## src/common/pll_regs_defines.vh

```
/*
 holds: offsets, field positions and reset values of the loop control
 register bank.
 assumes: included by bare name from the design files.
*/
`ifndef PLL_REGS_DEFINES_VH
`define PLL_REGS_DEFINES_VH

// ----------------------------------------
// register offsets
// ----------------------------------------
`define ADDR_PORT_CFG 8'h00
`define ADDR_READBACK 8'h04
`define ADDR_TRANSFER 8'h05
`define ADDR_PUMP_CODE 8'h0A
`define ADDR_LOOP_CTRL 8'h0B
`define ADDR_OFFSET 8'h0C
`define ADDR_ABL 8'h0D

// ----------------------------------------
// field positions
// ----------------------------------------
`define CFG_THREE_WIRE 7
`define CFG_LSB_FIRST 6
`define CFG_SOFT_RESET 5
`define CFG_LONG_INSTR 4
`define READBACK_SEL 0
`define XFER_START 0
`define LOOP_PUMP_OVR 7
`define LOOP_ABL_OVR 6
`define LOOP_MODE_HI 5
`define LOOP_MODE_LO 4
`define LOOP_MODE_OVR 3
`define LOOP_FB_EDGE 2
`define LOOP_REF_EDGE 1
`define LOOP_MIDSCALE 0
`define OFS_POLARITY 6
`define OFS_MAG_HI 5
`define OFS_MAG_LO 4
`define OFS_OVR 3
`define ABL_HI 7
`define ABL_LO 6
`define ABL_LOCKDET_PD 0

// ----------------------------------------
// reset values and writable masks
// ----------------------------------------
`define RST_PUMP_CODE 8'h80
`define RST_LOOP_CTRL 8'h30
`define RST_OFFSET 8'h00
`define RST_ABL 8'h00
`define MASK_LOOP_CTRL 8'hFF
`define MASK_OFFSET 8'h78
`define MASK_ABL 8'hC1
`define PUMP_MODE_NORMAL 2'b11
`define ABL_MINIMUM 2'b00

`endif

```

## src/logic/pll_serial_control_regs.v

```verilog
/*
 holds: the serial-port control bank of the loop: port setup, readback
 select, buffer transfer and the pump / phase detector override fields.
 assumes: a serial shifter outside turns frames into byte writes and reads
 on this clock; it uses lsb_first to order its bits and bytes.
*/
`timescale 1ns/1ps
`default_nettype none

`include "pll_regs_defines.vh"

module pll_serial_control_regs (
   input wire clock,
   input wire rst,
   input wire wr_en,
   input wire rd_en,
   input wire [7:0] addr,
   input wire [7:0] wr_data,
   output reg [7:0] rd_data,
   output reg rd_valid,
   output wire lsb_first,
   output reg pump_current_override,
   output reg [7:0] pump_current,
   output reg pump_drive_mode_override,
   output reg [1:0] pump_drive_mode,
   output reg antibacklash_override,
   output reg [1:0] antibacklash_period,
   output reg phase_detector_fb_falling,
   output reg phase_detector_ref_falling,
   output reg tuned_oscillator_midscale,
   output reg offset_override,
   output reg offset_pump_down,
   output reg [1:0] offset_magnitude,
   output reg [7:0] offset_current,
   output reg lockdet_power_down
);

   // ----------------------------------------
   // write decode
   // ----------------------------------------
   wire wr_cfg;
   wire wr_readback;
   wire wr_xfer;
   wire wr_code;
   wire wr_loop;
   wire wr_ofs;
   wire wr_abl;

   // unmapped offsets match no strobe, so writes to them fall away
   assign wr_cfg = wr_en && (addr == `ADDR_PORT_CFG);
   assign wr_readback = wr_en && (addr == `ADDR_READBACK);
   assign wr_xfer = wr_en && (addr == `ADDR_TRANSFER);
   assign wr_code = wr_en && (addr == `ADDR_PUMP_CODE);
   assign wr_loop = wr_en && (addr == `ADDR_LOOP_CTRL);
   assign wr_ofs = wr_en && (addr == `ADDR_OFFSET);
   assign wr_abl = wr_en && (addr == `ADDR_ABL);

   // ----------------------------------------
   // immediate registers
   // ----------------------------------------
   reg lsb_first_q;
   reg readback_buffered_q;
   wire soft_reset;
   wire transfer;
   wire bank_rst;

   // soft reset is a one-cycle pulse, so the bit reads back as zero
   assign soft_reset = wr_cfg && wr_data[`CFG_SOFT_RESET];
   assign transfer = wr_xfer && wr_data[`XFER_START];
   assign bank_rst = rst | soft_reset;
   assign lsb_first = lsb_first_q;

   always @(posedge clock) begin
      if (bank_rst) begin
         lsb_first_q <= 1'b0;
         readback_buffered_q <= 1'b0;
      end else begin
         if (wr_cfg) begin
            lsb_first_q <= wr_data[`CFG_LSB_FIRST];
         end
         if (wr_readback) begin
            readback_buffered_q <= wr_data[`READBACK_SEL];
         end
      end
   end

   // ----------------------------------------
   // buffered registers
   // ----------------------------------------
   wire [7:0] code_buf;
   wire [7:0] code_act;
   wire [7:0] loop_buf;
   wire [7:0] loop_act;
   wire [7:0] ofs_buf;
   wire [7:0] ofs_act;
   wire [7:0] abl_buf;
   wire [7:0] abl_act;

   buffered_reg #(.RESET_VALUE(`RST_PUMP_CODE), .WRITE_MASK(8'hFF)) u_code (
      .clock(clock),
      .rst(bank_rst),
      .wr_en(wr_code),
      .wr_data(wr_data),
      .transfer(transfer),
      .buffer_q(code_buf),
      .active_q(code_act)
   );

   buffered_reg #(.RESET_VALUE(`RST_LOOP_CTRL),
      .WRITE_MASK(`MASK_LOOP_CTRL)) u_loop (
      .clock(clock),
      .rst(bank_rst),
      .wr_en(wr_loop),
      .wr_data(wr_data),
      .transfer(transfer),
      .buffer_q(loop_buf),
      .active_q(loop_act)
   );

   buffered_reg #(.RESET_VALUE(`RST_OFFSET), .WRITE_MASK(`MASK_OFFSET)) u_ofs (
      .clock(clock),
      .rst(bank_rst),
      .wr_en(wr_ofs),
      .wr_data(wr_data),
      .transfer(transfer),
      .buffer_q(ofs_buf),
      .active_q(ofs_act)
   );

   buffered_reg #(.RESET_VALUE(`RST_ABL), .WRITE_MASK(`MASK_ABL)) u_abl (
      .clock(clock),
      .rst(bank_rst),
      .wr_en(wr_abl),
      .wr_data(wr_data),
      .transfer(transfer),
      .buffer_q(abl_buf),
      .active_q(abl_act)
   );

   // ----------------------------------------
   // control outputs
   // ----------------------------------------
   // without an override the outputs show the automatic value, the
   // reset default, so the analog side never sees a stale manual code
   reg [7:0] offset_d;
   reg pump_current_override_d;
   reg [7:0] pump_current_d;
   reg pump_drive_mode_override_d;
   reg [1:0] pump_drive_mode_d;
   reg antibacklash_override_d;
   reg [1:0] antibacklash_period_d;
   reg phase_detector_fb_falling_d;
   reg phase_detector_ref_falling_d;
   reg tuned_oscillator_midscale_d;
   reg offset_override_d;
   reg offset_pump_down_d;
   reg [1:0] offset_magnitude_d;
   reg [7:0] offset_current_d;
   reg lockdet_power_down_d;

   always @* begin
      case (ofs_act[`OFS_MAG_HI:`OFS_MAG_LO])
         2'b00: offset_d = {1'b0, code_act[7:1]};
         2'b01: offset_d = {2'b00, code_act[7:2]};
         2'b10: offset_d = {3'b000, code_act[7:3]};
         2'b11: offset_d = {4'h0, code_act[7:4]};
         default: offset_d = 8'h00;
      endcase
   end

   // pump current and pump mode
   always @* begin
      pump_current_override_d = loop_act[`LOOP_PUMP_OVR];
      if (loop_act[`LOOP_PUMP_OVR]) begin
         pump_current_d = code_act;
      end else begin
         pump_current_d = `RST_PUMP_CODE;
      end
      pump_drive_mode_override_d = loop_act[`LOOP_MODE_OVR];
      if (loop_act[`LOOP_MODE_OVR]) begin
         pump_drive_mode_d = loop_act[`LOOP_MODE_HI:`LOOP_MODE_LO];
      end else begin
         pump_drive_mode_d = `PUMP_MODE_NORMAL;
      end
   end

   // phase detector, antibacklash, oscillator and lock detector
   always @* begin
      antibacklash_override_d = loop_act[`LOOP_ABL_OVR];
      if (loop_act[`LOOP_ABL_OVR]) begin
         antibacklash_period_d = abl_act[`ABL_HI:`ABL_LO];
      end else begin
         antibacklash_period_d = `ABL_MINIMUM;
      end
      phase_detector_fb_falling_d = loop_act[`LOOP_FB_EDGE];
      phase_detector_ref_falling_d = loop_act[`LOOP_REF_EDGE];
      tuned_oscillator_midscale_d = loop_act[`LOOP_MIDSCALE];
      lockdet_power_down_d = abl_act[`ABL_LOCKDET_PD];
   end

   // offset direction and size count only under manual control
   always @* begin
      offset_override_d = ofs_act[`OFS_OVR];
      if (ofs_act[`OFS_OVR]) begin
         offset_pump_down_d = ofs_act[`OFS_POLARITY];
         offset_magnitude_d = ofs_act[`OFS_MAG_HI:`OFS_MAG_LO];
         offset_current_d = offset_d;
      end else begin
         offset_pump_down_d = 1'b0;
         offset_magnitude_d = 2'b00;
         offset_current_d = 8'h00;
      end
   end

   always @(posedge clock) begin
      if (bank_rst) begin
         pump_current_override <= 1'b0;
         pump_current <= `RST_PUMP_CODE;
         pump_drive_mode_override <= 1'b0;
         pump_drive_mode <= `PUMP_MODE_NORMAL;
         antibacklash_override <= 1'b0;
         antibacklash_period <= `ABL_MINIMUM;
         phase_detector_fb_falling <= 1'b0;
         phase_detector_ref_falling <= 1'b0;
         tuned_oscillator_midscale <= 1'b0;
         offset_override <= 1'b0;
         offset_pump_down <= 1'b0;
         offset_magnitude <= 2'b00;
         offset_current <= 8'h00;
         lockdet_power_down <= 1'b0;
      end else begin
         pump_current_override <= pump_current_override_d;
         pump_current <= pump_current_d;
         pump_drive_mode_override <= pump_drive_mode_override_d;
         pump_drive_mode <= pump_drive_mode_d;
         antibacklash_override <= antibacklash_override_d;
         antibacklash_period <= antibacklash_period_d;
         phase_detector_fb_falling <= phase_detector_fb_falling_d;
         phase_detector_ref_falling <= phase_detector_ref_falling_d;
         tuned_oscillator_midscale <= tuned_oscillator_midscale_d;
         offset_override <= offset_override_d;
         offset_pump_down <= offset_pump_down_d;
         offset_magnitude <= offset_magnitude_d;
         offset_current <= offset_current_d;
         lockdet_power_down <= lockdet_power_down_d;
      end
   end

   // ----------------------------------------
   // readback
   // ----------------------------------------
   // the read address is taken with rd_en, a cycle ahead of rd_valid
   reg [3:0] cfg_hi;
   reg [7:0] rd_d;

   always @* begin
      cfg_hi = {1'b0, lsb_first_q, 1'b0, 1'b1};
      case (addr)
         `ADDR_PORT_CFG: rd_d = {cfg_hi, cfg_hi};
         `ADDR_READBACK: rd_d = {7'h00, readback_buffered_q};
         `ADDR_TRANSFER: rd_d = 8'h00;
         `ADDR_PUMP_CODE: rd_d = readback_buffered_q ?
            code_buf : code_act;
         `ADDR_LOOP_CTRL: rd_d = readback_buffered_q ?
            loop_buf : loop_act;
         `ADDR_OFFSET: rd_d = readback_buffered_q ? ofs_buf : ofs_act;
         `ADDR_ABL: rd_d = readback_buffered_q ? abl_buf : abl_act;
         default: rd_d = 8'h00;
      endcase
   end

   // soft reset leaves the read port alone so a read in flight still
   // completes; rd_data holds until the next read
   always @(posedge clock) begin
      if (rst) begin
         rd_data <= 8'h00;
         rd_valid <= 1'b0;
      end else begin
         rd_valid <= rd_en;
         if (rd_en) begin
            rd_data <= rd_d;
         end
      end
   end

endmodule // pll_serial_control_regs

`default_nettype wire

```

## src/logic/buffered_reg.v

```verilog
/*
 holds: one buffered control register, a write buffer plus an active copy.
 assumes: the caller decodes the address and issues the transfer pulse.
*/
`timescale 1ns/1ps
`default_nettype none

module buffered_reg #(
   parameter [7:0] RESET_VALUE = 8'h00,
   parameter [7:0] WRITE_MASK = 8'hFF
) (
   input wire clock,
   input wire rst,
   input wire wr_en,
   input wire [7:0] wr_data,
   input wire transfer,
   output reg [7:0] buffer_q,
   output reg [7:0] active_q
);

   always @(posedge clock) begin
      if (rst) begin
         buffer_q <= RESET_VALUE;
         active_q <= RESET_VALUE;
      end else begin
         if (wr_en) begin
            buffer_q <= wr_data & WRITE_MASK;
         end
         // a write landing with the transfer is not in this copy yet
         if (transfer) begin
            active_q <= buffer_q;
         end
      end
   end

endmodule // buffered_reg

`default_nettype wire

```

## config.mk

```make
export PLATFORM = sky130hd
export DESIGN_NAME = pll_serial_control_regs
export DESIGN_NICKNAME = d
export VERILOG_FILES = /design/src/logic/pll_serial_control_regs.v /design/src/logic/buffered_reg.v
export VERILOG_INCLUDE_DIRS = /design/src /design/src/common
export SDC_FILE = /design/constraint.sdc
export NUM_CORES = 1
export LEC_CHECK = 0
export BUFFER_PORTS_ARGS = -buffer_cell sky130_fd_sc_hd__clkbuf_2
export CORE_MARGIN = 4
export CORE_UTILIZATION = 25
export CTS_CLUSTER_DIAMETER = 30
export DETAILED_ROUTE_END_ITERATION = 10
export PLACE_DENSITY = 0.49
export SYNTH_ARGS = -nofsm -noshare
export SYNTH_HDL_FRONTEND = slang
export SYNTH_SLANG_ARGS = --single-unit
```

## constraint.sdc

```tcl
create_clock -name clock -period 1.9 [get_ports clock]
set_clock_uncertainty 0.2 [all_clocks]
set_input_delay 0.095 -clock clock [delete_from_list [all_inputs] [get_ports clock]]
set_output_delay 0.095 -clock clock [all_outputs]
set_load 0.02 [all_outputs]
```

==> impl_table.tex, run 1 <==
\begin{tabular}{lr}
\hline
Metric & Value \\
\hline
\multicolumn{2}{l}{\textbf{Clocking}} \\
Clock latency at the later pin of the worst-skew pair & 0.35 ns \\
Depth of the CTS H-tree & 3 \\
CTS root buf & clkbuf\_16 \\
Clock tree from TritonCTS & done \\
Post-CTS setup repair buffer count & 0 \\
CTS sink cnt & 87 \\
Worst-path clk slew & $\sim$0.070 ns \\
Total CTS buffers & 9 \\
Worst-case clock buffer depth & 2 \\
\multicolumn{2}{l}{\textbf{Worst setup path}} \\
Slowest stage cell on the critical path & mux4\_2 \\
Worst reg-to-reg path cell count & 5 \\
Startpoint of the worst-slack reg-to-reg timing path & readback\_buffered\_q \\
Critical Path RT & 1.94 ns \\
Instance count on the critical path & 5 \\
Launch point of the critical path & readback\_buffered\_q \\
Kind of critical path & flip-flop to flip-flop \\
Data arrival time of the critical path & 1.83 ns \\
Count of buffering cells on the critical path with inverters included & 1 \\
Kind of end point of the critical path & flip-flop \\
Largest stage delay on the critical path & 0.52 ns \\
Nature of the critical path startpoint & flip-flop \\
Family of cells with the greatest summed delay on the critical path & multiplexers \\
Internal reg-to-reg setup slack & approximately 0.11 ns \\
CP Max Fanout & 15 \\
Cell breakdown of the critical path & buf\_12 > mux4\_2 > nand3b\_1 > o211ai\_1 > a22o\_1 \\
\multicolumn{2}{l}{\textbf{Global routing}} \\
Via count of the first global-routing pass & between 2000 and 3000 \\
Total grt overflow & 0 \\
Initial antenna violation count & 0 \\
Maximum number of pins on one net before global-route repair & 43 \\
Total Routing Usage GR & about an eighth \\
Wire length of the first global-routing pass & about 15 mm \\
\multicolumn{2}{l}{\textbf{Power}} \\
Leakage & 2.159 nW \\
Worst voltage drop across the vdd grid & 0.4286 mV \\
Power Dens Cells & 822.6 nW/µm² \\
\multicolumn{2}{l}{\textbf{Min path}} \\
Startpoint of the lowest-slack hold path & wr\_en \\
Cell depth of the worst min-delay path & 4 \\
Worst Hold Class & primary input to flip-flop \\
\multicolumn{2}{l}{\textbf{Logic synthesis}} \\
Post-synthesis net count & 341 \\
Post-synthesis cell area & 3596 µm² \\
Count of cell types in the netlist & 42 \\
Synth Instances & 321 \\
Top FF cell, synth & dfxtp\_1 \\
Cell taking the most area after synthesis & dfxtp\_1 \\
Ranking of synthesized cells by area & dfxtp\_1 (48\%), mux2i\_1 (14\%), mux4\_2 (6.9\%), nor2\_1 (4.9\%), and3\_1 (2.8\%) \\
Async set-reset flop share out of synthesis & 0\% \\
EDFF count, synth & 0 \\
Count of state elements after synthesis & 87 \\
Most instantiated cells after synthesis & dfxtp\_1 (87), mux2i\_1 (52), nor2\_1 (47), and3\_1 (16) \\
Sequential share of the synthesized area & 48.43\% \\
Total of warnings raised by yosys & 0 \\
Library cell with the highest instance count after synthesis & dfxtp\_1 \\
Avg Cell Area, Syn & 11.20 µm² \\
Top cell type's share of synthesized area & 48.43\% \\
\multicolumn{2}{l}{\textbf{Timing}} \\
Top achievable clock speed & 559.1 MHz \\
Final critical-path share of the clock period & between 90\% and 100\% \\
RSZ-0062 raised after global routing & no \\
Worst Tran Pin Value & around 0.53 ns \\
Crit path time final & approximately 1.8 ns \\
Headroom to the max-slew limit & roughly 64\% \\
Fin. max-slew vios & 0 \\
Number of failing setup endpoints in the final timing report & 0 \\
Min setup slack post-route & $\sim$0.11 ns \\
Final TNS setup & 0 ns \\
Final hold violation count & 0 \\
\multicolumn{2}{l}{\textbf{Routing}} \\
Total detailed-routing wirelength & 9.157 mm \\
Mean routed wirelength per cell & approximately 16 µm \\
Drt via density & between 4 and 5 \\
Via count & 2608 \\
Violation count after the first detailed-route iteration & approximately 160 \\
Number of nets with antenna violations after routing & 0 \\
Pre-antenna DRT Iters & 4 \\
Drc violations & 0 \\
\multicolumn{2}{l}{\textbf{Floorplan}} \\
Chip height & 127.9 µm \\
Horiz. Die Dim & between 100 and 150 µm \\
Standard-cell rows & between 40 and 50 \\
Full die area & 16370 µm² \\
CORE AREA & 13990 µm² \\
Initial Util & between 20 and 30\% \\
I/O pin cnt & 61 \\
\multicolumn{2}{l}{\textbf{Flow run}} \\
Number of maximum-capacitance violations & 0 \\
\multicolumn{2}{l}{\textbf{Place}} \\
Count of buffers from port buffering & 59 \\
Routability cong. & a little over 0.8 \\
Post-placement setup slack & approximately 0.055 ns \\
Half-perimeter wire length of the detailed placement result & 6.508 mm \\
\multicolumn{2}{l}{\textbf{Layout}} \\
Area grow syn2layout & 24.46\% \\
Final net count & about 410 \\
Fraction of final layout cells with drive strength greater than 1 & 27.74\% \\
Number of inserted diodes & 0 \\
\multicolumn{2}{l}{\textbf{Status}} \\
Result of the run & finished, final reports clean \\
\hline
\end{tabular}
[registers in the layout (all words and copies together) (netlist names), 2 cells and up]
signal / cells
pump_current: 8
offset_current: 7
u_loop.buffer_q: 8
u_ofs.buffer_q: 4
u_abl.active_q: 3
u_loop.active_q: 8
antibacklash_period: 2
u_ofs.active_q: 4
u_code.buffer_q: 8
u_abl.buffer_q: 3
pump_drive_mode: 2
offset_magnitude: 2
u_code.active_q: 8
rd_data: 8
[metrics by stage]
step / utilization [%] / cells / power (mW) / hold WS (ns) / area [µm²]
2_1_floorplan: - / 321 / 1.961 / -0.03714 / 3596
3_3_place_gp: 29.19 / 546 / 2.021 / 0.1439 / 4083
3_5_place_dp: 29.19 / 546 / 2.022 / 0.1523 / 4083
4_1_cts: 31.99 / 573 / 3.737 / 0.02478 / 4474
5_1_grt: 31.99 / 573 / 3.826 / 0.04686 / 4476
6_report: 31.99 / 573 / 3.682 / 0.03062 / 4476
[path summary, 6_finish.rpt]
check                             to
setup reg to reg          rd_data[6]
hold reg to reg           rd_data[1]
hold / removal    u_code.buffer_q[7]
setup / recovery          rd_data[6]
[timing repair]
item / CTS / global route
endpoints found under the hold margin: 29 / 0
setup endpoints to repair: 0 / 1
hold buffers: 11 / 0
gates resized for setup: 0 / 1
[cell type report]
cell class | count | area [µm²]
sequential | 87 | 1743
fill | 1476 | 9513
clock inverter | 6 | 52.55
timing repair buffer | 81 | 538.0
tap | 180 | 225.2
multi-input combinational | 206 | 1677
clock buffer | 10 | 229.0
inverter | 3 | 11.26
[logic make-up after synthesis]
logic type	after synthesis	share of synthesized area [%]
AND/OR/NAND/NOR	113	18.20
flip-flops	87	48.43
multiplexers	67	22.62
buffers and inverters	28	5.149
AO/OA/AOI/OAI	25	5.498
other	1	0.1043
[placed cells by master (no fill, tap or decap), types with 4 or more instances in the layout]
cell           Yosys  final
dlygate4sd3_1      0     11
clkbuf_16          0      9
o21ai_0            4      4
nor2_1            47     47
dfxtp_1           87     86
buf_12             0      4
and2_1             9      9
mux2i_1           52     52
buf_4              5      7
clkbuf_2           0     59
mux4_2            11     11
nand2b_1           4      4
a22o_1             5      5
mux2_2             4      4
nand2_1           13     13
and3_1            16     16
[worst min-delay path, cell delays in order]
cell and delay [ns]:
clkbuf_2 0.10, a41oi_2 0.13, buf_12 0.17, nand2_1 0.06
[power breakdown]
part,switching [mW],internal (mW)
clock,0.779,0.907
combinational,0.101,0.0675
sequential,0.00145,1.83
total,0.882,2.80
[layer usage]
| metal | wire length, µm | up-vias | global-route usage, % | share of wire [%] |
|---|---|---|---|---|
| li1 | - | 1275 | - | - |
| met1 | 4193 | 1264 | 15.44 | 46 |
| met2 | 4325 | 52 | 18.58 | 47 |
| met3 | 424 | 17 | 3.500 | 4.6 |
| met4 | 214 | 0 | 4.994 | 2.3 |
| met5 | 0 | - | 0 | 0 |
Power figures use the tool's default switching activity.
==> run 2: changes to the inputs <==
SYNTH_HIERARCHICAL = 1   (was default)
==> run 2 against run 1 <==
Register-to-register slack better by 0.05 ns. Combinational power up 10%. Fmax down 2.0%. Flip-flop and latch count did not move. Highest routed layer unchanged.
==> impl_table.tex, run 2 <==
\begin{tabular}{lr}
\hline
Metric & Value \\
\hline
\multicolumn{2}{l}{\textbf{Floorplan}} \\
CORE AREA & 14750 µm² (+5.5\%) \\
Chip height & 131.5 µm (+2.8\%) \\
Horiz. Die Dim & 131.5 µm (+2.8\%) \\
I/O pin cnt & 61 (unchanged) \\
Standard-cell rows & 44 (+2.3\%) \\
Full die area & 17300 µm² (+5.7\%) \\
Initial Util & 25.86\% (+0.15 points) \\
\multicolumn{2}{l}{\textbf{Worst setup path}} \\
Most prevalent standard cell on the critical path & buf\_4 \\
Data arrival time of the critical path & 1.87 ns (+0.04 ns) \\
Launch point of the critical path & addr[6] \\
Count of buffering cells on the critical path with inverters included & 4 (+3) \\
CP Max Fanout & 13 (-2) \\
Family of cells with the greatest summed delay on the critical path & buffers and inverters \\
Slowest stage cell on the critical path & dlygate4sd3\_1 \\
Kind of end point of the critical path & flip-flop \\
Startpoint of the worst-slack reg-to-reg timing path & readback\_buffered\_q \\
Largest stage delay on the critical path & 0.52 ns (about the same) \\
Cell breakdown of the critical path & dlygate4sd3\_1 > clkbuf\_2 > nor4\_4 > buf\_4 > a41oi\_2 > buf\_4 > nand2\_1 > nor4b\_1 \\
Internal reg-to-reg setup slack & 0.16 ns (+0.05 ns) \\
Critical Path RT & 1.94 ns (about the same) \\
Nature of the critical path startpoint & primary input \\
Kind of critical path & primary input to flip-flop \\
\multicolumn{2}{l}{\textbf{Power}} \\
Sequential group share of total power & 50.1\% (+0.5 points) \\
Worst voltage drop across the vdd grid & 0.4892 mV (+14\%) \\
Power Dens Cells & 771.0 nW/µm² (-6.3\%) \\
Leakage & 1.786 nW (-17\%) \\
Switching power & 831.6 µW (-5.7\%) \\
Proportion of power drawn by the clock network & 44.8\% (-1.0 points) \\
Fraction of power spent switching nets & 22.72\% (-1.2 points) \\
Combinational share of power & 5.0\% (+0.4 points) \\
Cell internal power dissipation & 2.828 mW (+1.0\%) \\
\multicolumn{2}{l}{\textbf{Logic synthesis}} \\
Top FF cell, synth & dfxtp\_1 \\
Cell taking the most area after synthesis & dfxtp\_1 \\
Avg Cell Area, Syn & 10.28 µm² (-8.2\%) \\
EDFF count, synth & 0 (unchanged) \\
Ranking of synthesized cells by area & dfxtp\_1 (46\%), mux2i\_1 (20\%), nor2\_1 (5.9\%), buf\_4 (4.5\%), and3\_1 (2.3\%) \\
Count of cell types in the netlist & 43 (+2.4\%) \\
Async set-reset flop share out of synthesis & 0\% (unchanged) \\
Count of state elements after synthesis & 87 (unchanged) \\
Synth Instances & 371 (+16\%) \\
Sequential share of the synthesized area & 45.65\% (-2.8 points) \\
Top cell type's share of synthesized area & 45.65\% (-2.8 points) \\
Post-synthesis cell area & 3815 µm² (+6.1\%) \\
Most instantiated cells after synthesis & dfxtp\_1 (87), mux2i\_1 (76), nor2\_1 (60), buf\_4 (23), and3\_1 (14) \\
Library cell with the highest instance count after synthesis & dfxtp\_1 \\
Total of warnings raised by yosys & 6 (+6) \\
\multicolumn{2}{l}{\textbf{Clocking}} \\
Worst-case clock buffer depth & 2 (unchanged) \\
CTS sink cnt & 87 (unchanged) \\
Worst-path clk slew & 0.06 ns (about the same) \\
Clock latency at the later pin of the worst-skew pair & 0.34 ns (about the same) \\
Depth of the CTS H-tree & 3 (unchanged) \\
Clock tree from TritonCTS & done \\
CTS root buf & clkbuf\_16 \\
Total CTS buffers & 9 (unchanged) \\
\multicolumn{2}{l}{\textbf{Timing}} \\
Final TNS setup & 0 ns (unchanged) \\
Final hold violation count & 0 (unchanged) \\
RSZ-0062 raised after global routing & yes \\
Final critical-path share of the clock period & 96.02\% (+1.9 points) \\
Fin. max-slew vios & 0 (unchanged) \\
Post-route worst hold slack & 0.08620 ns (+0.05557 ns) \\
Crit path time final & 1.824 ns (+0.03575 ns) \\
Top achievable clock speed & 548.1 MHz (-2.0\%) \\
Number of failing setup endpoints in the final timing report & 0 (unchanged) \\
\multicolumn{2}{l}{\textbf{Routing}} \\
Violation count after the first detailed-route iteration & 225 (+42\%) \\
Mean routed wirelength per cell & 14.93 µm (-6.6\%) \\
Via count & 2792 (+7.1\%) \\
Number of nets with antenna violations after routing & 0 (unchanged) \\
Drt via density & 4.404 (-3.2\%) \\
Pre-antenna DRT Iters & 4 (unchanged) \\
Drc violations & 0 (unchanged) \\
Total detailed-routing wirelength & 9.463 mm (+3.3\%) \\
\multicolumn{2}{l}{\textbf{Global routing}} \\
Initial antenna violation count & 0 (unchanged) \\
Total Routing Usage GR & 11.15\% (-0.78 points) \\
Via count of the first global-routing pass & 2784 (+3.6\%) \\
Wire length of the first global-routing pass & 15.36 mm (+2.9\%) \\
Total grt overflow & 0 (unchanged) \\
Maximum number of pins on one net before global-route repair & 49 (+14\%) \\
\multicolumn{2}{l}{\textbf{Layout}} \\
Area grow syn2layout & 24.43\% (about the same) \\
Most used cells in the layout excluding fill and tap cells & dfxtp\_1 (86), mux2i\_1 (76), clkbuf\_2 (59) \\
Most common cell after layout, fill and taps aside & dfxtp\_1 \\
Number of inserted diodes & 0 (unchanged) \\
Final std cells w/o fill & 634 (+11\%) \\
Core utilization of the finished layout & 32.17\% (+0.18 points) \\
Fill cell count & 1511 (+2.4\%) \\
Fraction of final layout cells with drive strength greater than 1 & 25.78\% (-2.0 points) \\
Final net count & 465 (+14\%) \\
\multicolumn{2}{l}{\textbf{Place}} \\
Routability cong. & 0.7990 (-2.0\%) \\
Half-perimeter wire length of the detailed placement result & 6.790 mm (+4.3\%) \\
Cell total after placement & 602 (+10\%) \\
Count of buffers from port buffering & 59 (unchanged) \\
\multicolumn{2}{l}{\textbf{Status}} \\
Result of the run & finished, final reports clean \\
\multicolumn{2}{l}{\textbf{Flow run}} \\
Number of maximum-capacitance violations & 0 (unchanged) \\
\multicolumn{2}{l}{\textbf{Min path}} \\
Worst Hold Class & primary input to flip-flop \\
Startpoint of the lowest-slack hold path & addr[4] \\
\hline
\end{tabular}
[run 2: cell count changes in the layout (fill, tap and decap cells not counted), sizes merged, moves of 6 or more]
cell   before  now
mux2i      52   76
conb        1   19
nor2       47   60
nand2      13    2
buf        11   19
mux4       11    3
o22ai       0    8
a211o       0    6
[run 2: timing repair]
action / in CTS / in global routing
hold endpoints to repair: 29 / 0
hold buffers: 12 / 0
resized for setup: 0 / 8
buffers inserted: 0 / 3
endpoints found under the setup margin: 0 / 19
[run 2: worst reg2reg max path, delay by kind of cell (launching register included)]
| kind | cells | cell delay [ns] |
|---|---|---|
| AO/OA/AOI/OAI | 3 | 0.62 |
| flip-flops | 1 | 0.38 |
| multiplexers | 1 | 0.23 |
| buffers and inverters | 1 | 0.21 |
[run 2: per-stage QoR]
| step | power, mW | instance area [µm²] | setup WS [ns] |
|---|---|---|---|
| after floorplan | 1.988 | 3875 | 0.03716 |
| after detailed placement | 2.035 | 4275 | 0.1315 |
| after CTS | 3.700 | 4673 | 0.07248 |
| after global routing | 3.802 | 4747 | -0.01608 |
| final | 3.660 | 4747 | 0.07557 |
| after global placement | 2.034 | 4275 | 0.1406 |
[run 2: final cells by class]
cell class,instances,area [µm²],area share [%]
clock inverters,4,31.28,0.6589
inverters,4,15.01,0.3163
repair buffers,91,640.6,13.49
multi-input cells,252,1841,38.77
clock buffers,12,246.5,5.192
flip-flops and latches,87,1743,36.72
well taps,184,230.2,4.850
[run 2: final timing paths]
| kind | to | depth (start not counted) |
|---|---|---|
| worst min-delay path | rd_data[5] | 5 |
| worst min register to register | rd_data[0] | 2 |
| worst max-delay path | offset_current[6] | 8 |
| worst max register to register | rd_data[6] | 5 |
[run 2: cell families after synthesis]
group | synth area share, %
AO/OA/AOI/OAI | 7.511
flip-flops | 45.65
multiplexers | 21.71
buffers and inverters | 8.166
other | 0.2952
AND/OR/NAND/NOR | 16.66
[run 2: routing by layer]
metal	share of wire (%)	wire length [µm]	track usage, %	up-vias
li1	-	-	-	1411
met1	47	4407	14.20	1309
met2	47	4435	18.14	62
met3	5.1	487	3.287	10
met4	1.4	133	3.676	0
met5	0	0	0	-
[run 2: power groups by stage]
stage	clock network (mW)	registers, mW	logic [mW]
floorplan	0	1.88	0.107
global placement	0	1.87	0.160
detailed placement	0	1.88	0.160
CTS	1.69	1.83	0.181
global route	1.77	1.83	0.202
finish	1.64	1.83	0.185
==> run 3: changes to the inputs <==
CORE_ASPECT_RATIO = 0.7   (was default)
==> run 3 against run 2 <==
Via count grew 0.32%. Critical path depth is 3 lower. Register-to-register slack lost 0.08 ns. Clock power grew 5%. Combinational power barely moved. Die area is 0.18% higher. Largest power group unchanged. Global-route usage rose by 0.36 points. Worst setup slack improved by 0.0050 ns. First-iteration DRC count is 11% lower.
==> impl_table.tex, run 3 (synthesized netlist as in run 2, its figures left out) <==
\begin{tabular}{lr}
\hline
Metric & Value \\
\hline
\multicolumn{2}{l}{\textbf{Status}} \\
Result of the run & finished, final reports clean \\
\multicolumn{2}{l}{\textbf{Clocking}} \\
Clock latency at the later pin of the worst-skew pair & 0.34 ns (about the same) \\
CTS root buf & clkbuf\_16 \\
Worst-path clk slew & 0.07 ns (about the same) \\
Post-CTS setup repair buffer count & 0 (unchanged) \\
Total CTS buffers & 9 (unchanged) \\
Worst-case clock buffer depth & 2 (unchanged) \\
CTS sink cnt & 87 (unchanged) \\
Depth of the CTS H-tree & 3 (unchanged) \\
Clock tree from TritonCTS & done \\
\multicolumn{2}{l}{\textbf{Floorplan}} \\
Initial Util & 25.75\% (-0.10 points) \\
CORE AREA & 14810 µm² (+0.41\%) \\
Chip height & 111.4 µm (-15\%) \\
I/O pin cnt & 61 (unchanged) \\
Full die area & 17330 µm² (+0.18\%) \\
Standard-cell rows & 37 (-16\%) \\
Horiz. Die Dim & 155.6 µm (+18\%) \\
\multicolumn{2}{l}{\textbf{Routing}} \\
Via count & 2801 (+0.32\%) \\
Drt via density & 4.343 (-1.4\%) \\
Violation count after the first detailed-route iteration & 200 (-11\%) \\
Number of nets with antenna violations after routing & 0 (unchanged) \\
Total detailed-routing wirelength & 9.829 mm (+3.9\%) \\
Drc violations & 0 (unchanged) \\
Mean routed wirelength per cell & 15.24 µm (+2.1\%) \\
Pre-antenna DRT Iters & 4 (unchanged) \\
\multicolumn{2}{l}{\textbf{Layout}} \\
Area of all placed cells without fillers & 4727 µm² (-0.42\%) \\
Final net count & 465 (unchanged) \\
Fill cell count & 1565 (+3.6\%) \\
Most common cell after layout, fill and taps aside & dfxtp\_1 \\
Final std cells w/o fill & 645 (+1.7\%) \\
Fraction of final layout cells with drive strength greater than 1 & 24.89\% (-0.89 points) \\
Most used cells in the layout excluding fill and tap cells & dfxtp\_1 (86), mux2i\_1 (76), nor2\_1 (60) \\
Number of inserted diodes & 0 (unchanged) \\
Area grow syn2layout & 23.91\% \\
Core utilization of the finished layout & 31.91\% (-0.27 points) \\
\multicolumn{2}{l}{\textbf{Timing}} \\
Final critical-path share of the clock period & 95.76\% (-0.26 points) \\
Top achievable clock speed & 549.6 MHz (+0.28\%) \\
Crit path time final & 1.819 ns (-0.005015 ns) \\
Final hold violation count & 0 (unchanged) \\
Number of failing setup endpoints in the final timing report & 0 (unchanged) \\
Fin. max-slew vios & 0 (unchanged) \\
Post-route worst hold slack & 0.01871 ns (-0.06748 ns) \\
\multicolumn{2}{l}{\textbf{Min path}} \\
Worst Hold Class & primary input to flip-flop \\
Cell depth of the worst min-delay path & 2 (-3) \\
\multicolumn{2}{l}{\textbf{Worst setup path}} \\
Nature of the critical path startpoint & flip-flop \\
Worst reg-to-reg path cell count & 5 (unchanged) \\
Kind of critical path & flip-flop to flip-flop \\
Family of cells with the greatest summed delay on the critical path & compound AO/OA/AOI/OAI gates \\
Kind of end point of the critical path & flip-flop \\
Count of buffering cells on the critical path with inverters included & 1 (-3) \\
Cell breakdown of the critical path & buf\_12 > mux2i\_1 > o22ai\_1 > o311ai\_0 > a21oi\_1 \\
CP Max Fanout & 12 (-1) \\
Slowest stage cell on the critical path & o311ai\_0 \\
Data arrival time of the critical path & 1.84 ns (-0.03 ns) \\
Critical Path RT & 1.92 ns (-0.02 ns) \\
Instance count on the critical path & 5 (-3) \\
Internal reg-to-reg setup slack & 0.08 ns (-0.08 ns) \\
Largest stage delay on the critical path & 0.45 ns (-0.07 ns) \\
\multicolumn{2}{l}{\textbf{Power}} \\
Leakage & 1.802 nW (+0.93\%) \\
Worst voltage drop across the vdd grid & 0.4050 mV (-17\%) \\
Power Dens Cells & 791.0 nW/µm² (+2.6\%) \\
\multicolumn{2}{l}{\textbf{Place}} \\
Routability cong. & 0.8503 (+6.4\%) \\
Half-perimeter wire length of the detailed placement result & 7.182 mm (+5.8\%) \\
Count of buffers from port buffering & 59 (unchanged) \\
Dpl cell area & 4299 µm² (+0.56\%) \\
Cell total after placement & 616 (+2.3\%) \\
\multicolumn{2}{l}{\textbf{Global routing}} \\
Initial antenna violation count & 0 (unchanged) \\
Maximum number of pins on one net before global-route repair & 28 (-43\%) \\
Total Routing Usage GR & 11.51\% (+0.36 points) \\
Wire length of the first global-routing pass & 15.49 mm (+0.85\%) \\
Total grt overflow & 0 (unchanged) \\
Via count of the first global-routing pass & 2898 (+4.1\%) \\
\multicolumn{2}{l}{\textbf{Flow run}} \\
Number of maximum-capacitance violations & 0 (unchanged) \\
\hline
\end{tabular}
-- run 3: final cells by class --
type | instances | area [µm²] | area share [%]
multi-input combinational | 252 | 1828 | 38.67
sequential | 87 | 1743 | 36.87
timing repair buffer | 91 | 605.6 | 12.81
clock buffer | 11 | 252.7 | 5.347
tap | 195 | 244.0 | 5.161
clock inverter | 5 | 38.79 | 0.8205
inverter | 4 | 15.01 | 0.3176
-- run 3: power by group --
group	total (mW)	internal [mW]	leakage (nW)	switching, mW
Sequential	1.83	1.83	0.702	0.00367
Clock	1.72	0.967	0.143	0.756
Combinational	0.182	0.0707	0.958	0.111
Total	3.74	2.87	1.80	0.871
-- run 3: per-layer routing --
layer  share of wire, %  global-route usage (%)  up-vias  routed length [µm]
li1                   -                       -     1406                   -
met1                 50                   16.38     1334                4949
met2                 43                   17.00       54                4264
met3                5.3                   3.341        7                 517
met4               0.99                   3.207        0                  97
met5                  0                       0        -                   0
-- run 3: through the flow --
step | TNS (ns) | power [mW] | worst slack, ns
3_5_place_dp | 0 | 2.036 | 0.02293
2_1_floorplan | 0 | 1.988 | 0.03716
3_3_place_gp | 0 | 2.035 | 0.04025
4_1_cts | 0 | 3.779 | 0.06932
5_1_grt | -0.001317 | 3.868 | -0.001317
6_report | 0 | 3.739 | 0.08059
-- run 3: final timing paths --
kind                                           from         end
worst max register to register  readback_buffered_q  rd_data[0]
worst min register to register           rd_data[2]  rd_data[2]
worst max-delay path            readback_buffered_q  rd_data[0]
worst min-delay path                          rd_en    rd_valid
-- run 3: repair_timing --
item / CTS / global route
hold buffers: 12 / 1
resized for setup: 0 / 2
hold endpoints to repair: 26 / 1
endpoints found under the setup margin: 0 / 4
